===== src/design/mxs_consts.vh =====
// Purpose: constants for the extended management register slave
// Assumes: included by bare name from design files
// Notes: frame field lengths in management clock bits
`ifndef MXS_CONSTS_VH
`define MXS_CONSTS_VH
`define MXS_PREAMBLE_LEN 6'd32
`define MXS_MODE_EXT 2'b01
`define MXS_OP_READ 2'b10
`define MXS_OP_WRITE 2'b01
`define MXS_ADDR_W 10
`define MXS_DATA_W 32
`define MXS_HALF_W 16
`define MXS_SYNC_STAGES 2
`endif


===== src/design/mxs_sync.v =====
// Purpose: two-flop synchroniser for a pin level
// Assumes: input is asynchronous to sys_clk_i
// Notes: the first stage is read by the second stage only
`timescale 1ns/1ps
`default_nettype none
module mxs_sync (
    // clock and reset
    input wire sys_clk_i,
    input wire reset_i,
    // level in and out
    input wire async_i,
    output wire sync_o
);
    reg meta;
    reg stable;
    // metastability guard; reset value high matches the idle pulled-up bus
    always @(posedge sys_clk_i) begin
        if (reset_i) begin
            meta <= 1'b1;
            stable <= 1'b1;
        end else begin
            meta <= async_i;
            stable <= meta;
        end
    end
    assign sync_o = stable;
endmodule // mxs_sync
`default_nettype wire


===== src/design/mxs_slave.v =====
// Purpose: management-pin slave giving a host 32-bit access to system registers
// Assumes: host keeps MDC at or below 2.5 MHz, far below the 250 MHz system clock
// Notes: register file lives outside; this block issues read and write strobes
`timescale 1ns/1ps
`default_nettype none
`include "mxs_consts.vh"
module mxs_slave (
    // clock and reset
    input wire sys_clk_i,
    input wire reset_i,
    // straps and device state
    input wire [1:0] mode_strap_i,
    input wire dev_reset_busy_i,
    // management pins
    input wire mdc_i,
    input wire mdio_i,
    output reg mdio_o,
    output reg mdio_oe_o,
    // register file access
    output wire [`MXS_ADDR_W-1:0] reg_addr_o,
    input wire [`MXS_DATA_W-1:0] reg_rdata_i,
    input wire reg_valid_i,
    input wire reg_half_ok_i,
    output reg reg_rd_done_o,
    output reg reg_wr_o,
    output reg [`MXS_DATA_W-1:0] reg_wdata_o
);
    // frame states; a frame walks preamble, start, header, turnaround and then one
    // of read data, write data or skip, and always falls back to preamble hunting,
    // so a host that gives up mid-frame only costs one frame before the next sync
    // frame states
    localparam ST_PRE = 3'd0;
    localparam ST_START = 3'd1;
    localparam ST_HDR = 3'd2;
    localparam ST_TA = 3'd3;
    localparam ST_RDATA = 3'd4;
    localparam ST_WDATA = 3'd5;
    localparam ST_SKIP = 3'd6;

    wire mdc_s;
    wire mdio_s;
    reg mdc_q;
    reg [1:0] mode_q;
    reg [2:0] state;
    reg [5:0] cnt;
    reg [11:0] hdr;
    reg [15:0] shreg;
    reg [`MXS_ADDR_W-1:0] pair_addr;
    reg pair_open;
    reg pair_half;
    reg pair_is_rd;
    reg [`MXS_DATA_W-1:0] rd_latch;
    reg [15:0] wr_hold;
    reg busy_q;
    reg [`MXS_ADDR_W-1:0] cur_addr;
    reg cur_half;

    // header bits: op[11:10], phy[9:5], reg[4:0]
    wire [1:0] hdr_op = hdr[11:10];
    wire mdc_rise = mdc_s & ~mdc_q;
    wire ext_on = (mode_q == `MXS_MODE_EXT);
    wire hdr_mine = hdr[9] & ext_on;
    wire [`MXS_ADDR_W-1:0] hdr_addr = {hdr[8:5], hdr[4:1], 2'b00};
    // register value with unimplemented addresses forced to zero
    wire [`MXS_DATA_W-1:0] rd_word = reg_valid_i ? reg_rdata_i
        : {`MXS_DATA_W{1'b0}};

    assign reg_addr_o = cur_addr;

    // pick a 16-bit half from a 32-bit word
    function [15:0] half_of;
        input [31:0] word;
        input upper;
        begin
            half_of = upper ? word[31:16] : word[15:0];
        end
    endfunction

    // open pair is the opposite half of the same register for this kind of frame;
    // read and write pairs are kept apart so a stray write cannot finish a read
    function pair_other;
        input open;
        input open_is_rd;
        input want_rd;
        input [`MXS_ADDR_W-1:0] open_addr;
        input [`MXS_ADDR_W-1:0] now_addr;
        input open_half;
        input now_half;
        begin
            pair_other = open & (open_is_rd == want_rd) & (open_addr == now_addr)
                & (open_half != now_half);
        end
    endfunction

    // open pair holds the same half of the same kind of frame
    function pair_repeat;
        input open;
        input open_is_rd;
        input want_rd;
        input open_half;
        input now_half;
        begin
            pair_repeat = open & (open_is_rd == want_rd) & (open_half == now_half);
        end
    endfunction

    // pair decodes for the frame in flight; cur_addr and cur_half settle at the
    // first turnaround edge, one link edge before any of these is consulted
    wire rd_second = pair_other(pair_open, pair_is_rd, 1'b1, pair_addr, cur_addr,
        pair_half, cur_half);
    wire rd_repeat = pair_repeat(pair_open, pair_is_rd, 1'b1, pair_half, cur_half);
    wire wr_second = pair_other(pair_open, pair_is_rd, 1'b0, pair_addr, cur_addr,
        pair_half, cur_half);
    wire wr_repeat = pair_repeat(pair_open, pair_is_rd, 1'b0, pair_half, cur_half);

    // pin synchronisers
    mxs_sync u_sync_mdc (
        .sys_clk_i(sys_clk_i),
        .reset_i(reset_i),
        .async_i(mdc_i),
        .sync_o(mdc_s)
    );
    mxs_sync u_sync_mdio (
        .sys_clk_i(sys_clk_i),
        .reset_i(reset_i),
        .async_i(mdio_i),
        .sync_o(mdio_s)
    );

    // straps sampled every clock after release; straps are steady levels so one clocked sample will do
    always @(posedge sys_clk_i) begin
        if (reset_i) begin
            mode_q <= 2'b00;
        end else begin
            mode_q <= mode_strap_i;
        end
    end

    // edge tracking and device reset follower; mdc_q resets high so the synchroniser
    // settling from its high reset value can never look like a rising edge
    // while the device is in reset the register file shows no trustworthy data;
    // frames are still served so the host can poll for the test word
    always @(posedge sys_clk_i) begin
        if (reset_i) begin
            mdc_q <= 1'b1;
            busy_q <= 1'b0;
        end else begin
            mdc_q <= mdc_s;
            busy_q <= dev_reset_busy_i;
        end
    end

    // frame engine; apart from strobe clears and the device-reset pair drop, everything advances on a synchronised MDC rising edge
    always @(posedge sys_clk_i) begin
        if (reset_i) begin
            state <= ST_PRE;
            cnt <= 6'd0;
            hdr <= 12'h000;
            shreg <= 16'h0000;
            mdio_o <= 1'b0;
            mdio_oe_o <= 1'b0;
            pair_open <= 1'b0;
            pair_half <= 1'b0;
            pair_is_rd <= 1'b0;
            pair_addr <= {`MXS_ADDR_W{1'b0}};
            rd_latch <= 32'h00000000;
            wr_hold <= 16'h0000;
            cur_addr <= {`MXS_ADDR_W{1'b0}};
            cur_half <= 1'b0;
            reg_rd_done_o <= 1'b0;
            reg_wr_o <= 1'b0;
            reg_wdata_o <= 32'h00000000;
        end else begin
            reg_rd_done_o <= 1'b0;
            reg_wr_o <= 1'b0;
            // device reset finishing mid-pair drops the half-open pair
            if (busy_q & ~dev_reset_busy_i) begin
                pair_open <= 1'b0;
            end
            if (mdc_rise) begin
                case (state)
                    ST_PRE: begin
                        // count ones of the preamble; a zero after 32 is start bit 0
                        if (mdio_s) begin
                            if (cnt != `MXS_PREAMBLE_LEN) begin
                                cnt <= cnt + 6'd1;
                            end
                        end else if (cnt == `MXS_PREAMBLE_LEN) begin
                            state <= ST_START;
                        end else begin
                            cnt <= 6'd0;
                        end
                    end
                    ST_START: begin
                        // second start bit must be one
                        cnt <= 6'd0;
                        state <= mdio_s ? ST_HDR : ST_PRE;
                    end
                    ST_HDR: begin
                        hdr <= {hdr[10:0], mdio_s};
                        if (cnt == 6'd11) begin
                            cnt <= 6'd0;
                            state <= ST_TA;
                        end else begin
                            cnt <= cnt + 6'd1;
                        end
                    end
                    ST_TA: begin
                        // first turnaround edge: latch address, stay released
                        if (cnt == 6'd0) begin
                            cur_addr <= hdr_addr;
                            cur_half <= hdr[0];
                            if (!hdr_mine) begin
                                state <= ST_SKIP;
                                cnt <= 6'd0;
                            end else if (hdr_op == `MXS_OP_READ) begin
                                cnt <= 6'd1;
                            end else if (hdr_op == `MXS_OP_WRITE) begin
                                cnt <= 6'd1;
                            end else begin
                                state <= ST_SKIP;
                                cnt <= 6'd0;
                            end
                        end else if (hdr_op == `MXS_OP_READ) begin
                            // second turnaround bit driven low, data captured now
                            mdio_oe_o <= 1'b1;
                            mdio_o <= 1'b0;
                            cnt <= 6'd0;
                            state <= ST_RDATA;
                            if (rd_second) begin
                                // second half: serve the word latched at the first
                                shreg <= half_of(rd_latch, cur_half);
                            end else begin
                                // fresh capture; unused addresses come back as zero
                                rd_latch <= rd_word;
                                shreg <= half_of(rd_word, cur_half);
                            end
                        end else begin
                            // write turnaround is host driven; we stay released
                            cnt <= 6'd0;
                            state <= ST_WDATA;
                        end
                    end
                    ST_RDATA: begin
                        // shift out msb first, one bit per rising edge
                        if (cnt == 6'd16) begin
                            mdio_oe_o <= 1'b0;
                            mdio_o <= 1'b0;
                            state <= ST_PRE;
                            cnt <= 6'd0;
                            if (rd_second) begin
                                // complete pair: side effects allowed now
                                pair_open <= 1'b0;
                                reg_rd_done_o <= 1'b1;
                            end else if (rd_repeat) begin
                                // same half twice: void and restart with next read
                                pair_open <= 1'b0;
                            end else if (reg_half_ok_i & reg_valid_i) begin
                                pair_open <= 1'b0;
                            end else begin
                                pair_open <= 1'b1;
                                pair_is_rd <= 1'b1;
                                pair_half <= cur_half;
                                pair_addr <= cur_addr;
                            end
                        end else begin
                            mdio_o <= shreg[15];
                            shreg <= {shreg[14:0], 1'b0};
                            cnt <= cnt + 6'd1;
                        end
                    end
                    ST_WDATA: begin
                        shreg <= {shreg[14:0], mdio_s};
                        if (cnt == 6'd15) begin
                            state <= ST_PRE;
                            cnt <= 6'd0;
                            if (wr_second) begin
                                // both halves held: commit the word in one strobe
                                reg_wr_o <= 1'b1;
                                reg_wdata_o <= cur_half ? {shreg[14:0], mdio_s, wr_hold}
                                    : {wr_hold, shreg[14:0], mdio_s};
                                pair_open <= 1'b0;
                            end else if (wr_repeat) begin
                                // repeated half: drop the transfer
                                pair_open <= 1'b0;
                            end else begin
                                wr_hold <= {shreg[14:0], mdio_s};
                                pair_open <= 1'b1;
                                pair_is_rd <= 1'b0;
                                pair_half <= cur_half;
                                pair_addr <= cur_addr;
                            end
                        end else begin
                            cnt <= cnt + 6'd1;
                        end
                    end
                    ST_SKIP: begin
                        // frame not for us (another PHY, ext mode off, or an op that is neither read nor write): sit out turnaround and data released
                        if (cnt == 6'd16) begin
                            state <= ST_PRE;
                            cnt <= 6'd0;
                        end else begin
                            cnt <= cnt + 6'd1;
                        end
                    end
                    default: begin
                        state <= ST_PRE;
                        cnt <= 6'd0;
                    end
                endcase
            end
        end
    end
endmodule // mxs_slave
`default_nettype wire


===== config.mk =====
export PLATFORM = sky130hd
export DESIGN_NAME = mxs_slave
export DESIGN_NICKNAME = d
export VERILOG_FILES = /design/src/design/mxs_sync.v /design/src/design/mxs_slave.v
export VERILOG_INCLUDE_DIRS = /design/src /design/src/design
export SDC_FILE = /design/constraint.sdc
export NUM_CORES = 1
export LEC_CHECK = 0
export ABC_AREA = 1
export BUFFER_PORTS_ARGS = -buffer_cell sky130_fd_sc_hd__buf_2
export CAP_MARGIN = 15
export CORE_ASPECT_RATIO = 0.7
export CORE_MARGIN = 2
export CORE_UTILIZATION = 58
export DETAILED_ROUTE_END_ITERATION = 7
export MAX_ROUTING_LAYER = met4
export PLACE_DENSITY_LB_ADDON = 0.1
export SLEW_MARGIN = 20
export SYNTH_ARGS = -nofsm -noshare
export SYNTH_HDL_FRONTEND = slang
export SYNTH_SLANG_ARGS = --single-unit

===== constraint.sdc =====
create_clock -name sys_clk_i -period 2.3 [get_ports sys_clk_i]
set_input_delay 0.115 -clock sys_clk_i [delete_from_list [all_inputs] [get_ports sys_clk_i]]
set_output_delay 0.115 -clock sys_clk_i [all_outputs]
set_load 0.01 [all_outputs]

==> flow_summary.json <==
{
  "synth_flop_cell": "dfxtp_1",
  "cts_buffers": 17,
  "tns_ns": 0,
  "ys_ff_latch": 149,
  "diodes": 0,
  "synth_edf_count": 0,
  "start_util_pct": 59.1,
  "netlist_area_um2": 7290,
  "dp.cells": 1255,
  "io_pins": 87,
  "yosys.area_share.simple_pct": 24.6,
  "cts_sinks": 149,
  "outcome": "complete, no violations",
  "synthAdderAreaFrac_pct": 0.686,
  "clock_skew_ns": 0.0121,
  "stdcell_count": 1315,
  "synth.area.mux_share_pct": 0,
  "synth-compound-area-share_pct": 20.9,
  "avgSynthCellArea_um2": 6.94,
  "num_vias": 6766,
  "fp.coreArea_um2": 12300,
  "async_reset_ff_share_pct": 0,
  "grt_pass1_wl_mm": 29.2,
  "worst_pin_slew_ns": 0.531,
  "dpl.hpwl_mm": 11.4,
  "p_leak_uw": 0.00392,
  "irDropWorstVdd_mv": 0.511,
  "fill_cells": 1092,
  "path_max_fanout": 46,
  "p_total_uw": 5440,
  "drc": 0,
  "crit_path_end_kind": "register",
  "yosys_warnings": 0,
  "cts.clk_slew.worst_paths_ns": 0.06,
  "max_freq_mhz": 515,
  "die_area_um2": 13500,
  "cts_setup_buffers": 0,
  "initialDrtViolationCount": 611,
  "worstPathArrival_ns": 2.30,
  "cap_violations": 0,
  "antenna_left": 0,
  "drive_gt1_share_pct": 17.5,
  "finalSetupViolCount": 0,
  "maxSlewHeadroom_pct": 64.5,
  "antenna_found_initial": 0,
  "synth_top_area_share_pct": 40.9,
  "grt_start_max_net_pins": 66,
  "synth_cells": 1051,
  "hold_class": "primary input to register",
  "synthToLayoutAreaGrowth_pct": 17.7,
  "avgViaCountPerCell": 5.15,
  "grt_pass1_vias": 5950,
  "synth_largest_area_cell": "dfxtp_1",
  "grtUsageTotal_pct": 26.8,
  "drt-total-wl_mm": 17.4,
  "finalHoldViolCount": 0,
  "port_buffers": 84,
  "synth_top_family_by_area": "simple AND/OR/NAND/NOR gates",
  "clock_latency_ns": 0.42,
  "fin_crit_ns": 1.94,
  "required_ns": 2.65,
  "synth.area.top_cells": "dfxtp_1, nand2_1, o21ai_0, a21oi_1, inv_1",
  "slew_viol_final": 0,
  "rows": 34,
  "startpoint_type": "register",
  "power.density_nw_per_um2": 633,
  "final_nets": 1185,
  "rsz0062_at_grt": "no",
  "cts_root_buffer": "clkbuf_16",
  "critical_path_class": "register to register",
  "whs_ns": 0.0382,
  "globalplace.congestion": 0.898,
  "ys_types": 38,
  "synth_xor_area_share_pct": 0.943,
  "drt-pass1-iter-count": 5,
  "period_share_pct": 84.5,
  "synth_seq_area_share_pct": 40.9,
  "overflow": 0,
  "wire_per_inst_um": 13.2,
  "h-tree-depth": 4,
  "die_width_um": 138,
  "fp.dieH_um": 97.8,
  "cts_tree": "yes",
  "cts_buffer_depth": 2
}
==> cell families after synthesis <==
family                   after synthesis
flip-flops                           149
XOR/XNOR                               7
AND/OR/NAND/NOR                      406
buffers and inverters                197
adder cells (fa/ha/maj)                4
AO/OA/AOI/OAI                        287
other                                  1
==> per-stage QoR <==
| step | util [%] | setup WS [ns] | area, um^2 |
|---|---|---|---|
| 6_report | 69.6 | 0.357 | 8580 |
| 5_1_grt | 69.6 | 0.110 | 8580 |
| 4_1_cts | 69.6 | 0.353 | 8580 |
| 3_5_place_dp | 62.8 | 0.396 | 7750 |
| 3_3_place_gp | 62.8 | 0.471 | 7750 |
| 2_1_floorplan | - | 0.586 | 7300 |
==> Yosys cell counts (2+ instances only) <==
cell	instances
a21oi_1	102
a21oi_2	19
a31oi_1	2
buf_1	10
buf_2	16
buf_4	4
buf_6	11
clkbuf_1	23
dfxtp_1	149
ha_1	4
inv_1	120
inv_2	9
inv_4	4
nand2_1	226
nand2_2	3
nand2_4	3
nand3_1	36
nand3_2	3
nand4_1	19
nor2_1	89
nor2_2	5
nor2_4	3
nor2_8	3
nor3_1	5
nor3b_1	2
o21ai_0	113
o21ai_1	47
o21ai_2	3
or2_2	5
xnor2_1	5
==> worst paths after layout <==
path	startpoint	endpoint	slack, ns	cells after the start
setup reg to reg	cnt[0]$_SDFFE_PP0P_	rd_latch[7]$_SDFFE_PP0P_	0.36	11
setup / recovery	cnt[0]$_SDFFE_PP0P_	rd_latch[7]$_SDFFE_PP0P_	0.36	11
hold / removal	reg_rdata_i[4]	rd_latch[4]$_SDFFE_PP0P_	0.04	5
hold reg to reg	u_sync_mdc.meta$_SDFF_PP1_	u_sync_mdc.sync_o$_SDFF_PP1_	0.41	1
==> cell type report <==
class / instances / area, um^2 / area share [%]
clock buffers: 18 / 439 / 5.12
clock inverters: 14 / 116 / 1.36
inverters: 133 / 509 / 5.93
multi-input cells: 706 / 3450 / 40.2
flip-flops and latches: 149 / 2980 / 34.8
well taps: 162 / 203 / 2.36
repair buffers: 133 / 883 / 10.3
==> cells in the final DEF (no fill, tap or decap), types with 2 or more instances in the layout <==
master / count
xnor2_1: 5
nand3_2: 3
inv_2: 11
dfxtp_1: 148
nor2_8: 3
nand2_4: 3
clkbuf_16: 17
nor2_2: 5
clkinvlp_4: 4
buf_2: 84
o21ai_2: 3
nor3b_1: 2
inv_4: 4
o21ai_0: 113
buf_4: 19
nand2_2: 3
buf_12: 2
nor3_1: 5
o21ai_1: 47
inv_1: 118
a31oi_1: 2
nand3_1: 36
dlygate4sd3_1: 28
nand2_1: 226
inv_6: 5
a21oi_1: 102
a21oi_2: 19
clkinv_4: 3
nor2_4: 3
nand4_1: 19
nor2_1: 89
or2_2: 5
ha_1: 4
conb_1: 2
==> power by group <==
group	switching (uW)	total, uW	internal [uW]	leakage [uW]
clock	1170	2600	1430	0.000262
combinational	139	242	102	0.00246
sequential	3.56	2590	2590	0.00120
total	1310	5440	4120	0.00392
==> routing by layer <==
metal  routed length, um  vias to the layer above  share of wire, %  GRT usage [%]
li1                    -                     3565                 -              -
met1                9070                     2985                52           39.7
met2                7100                      203                41           37.1
met3                1110                       13               6.4           6.08
met4                 131                        0              0.75           5.73
met5                   0                        -                 0              -
==> worst max-delay path: stages, from the launching register on <==
cell and delay (ns):
dfxtp_1 0.37, inv_1 0.07, ha_1 0.21, nand3_2 0.10, inv_2 0.05, nand2_1 0.14, nand3_1 0.10, nor2_2 0.14
nand2_4 0.08, inv_4 0.33, o21ai_0 0.14, a21oi_1 0.12
==> state kept, by name, summed over array words and instances, names as in the netlist <==
name / cells
busy_q: 1
cnt: 6
cur_half: 1
hdr: 12
mdc_q: 1
mdio_o: 1
mdio_oe_o: 1
mode_q: 2
pair_addr: 8
pair_half: 1
pair_is_rd: 1
pair_open: 1
rd_latch: 32
reg_addr_o: 8
reg_rd_done_o: 1
reg_wdata_o: 32
reg_wr_o: 1
shreg: 16
state: 3
u_sync_mdc.meta: 1
u_sync_mdc.sync_o: 1
u_sync_mdio.meta: 1
u_sync_mdio.sync_o: 1
wr_hold: 16
==> what timing repair did <==
item | CTS | global route
endpoints found under the hold margin | 28 | 0
hold buffers | 28 | 0
resized for setup | 0 | 0
(Power assumes the default switching activity.)
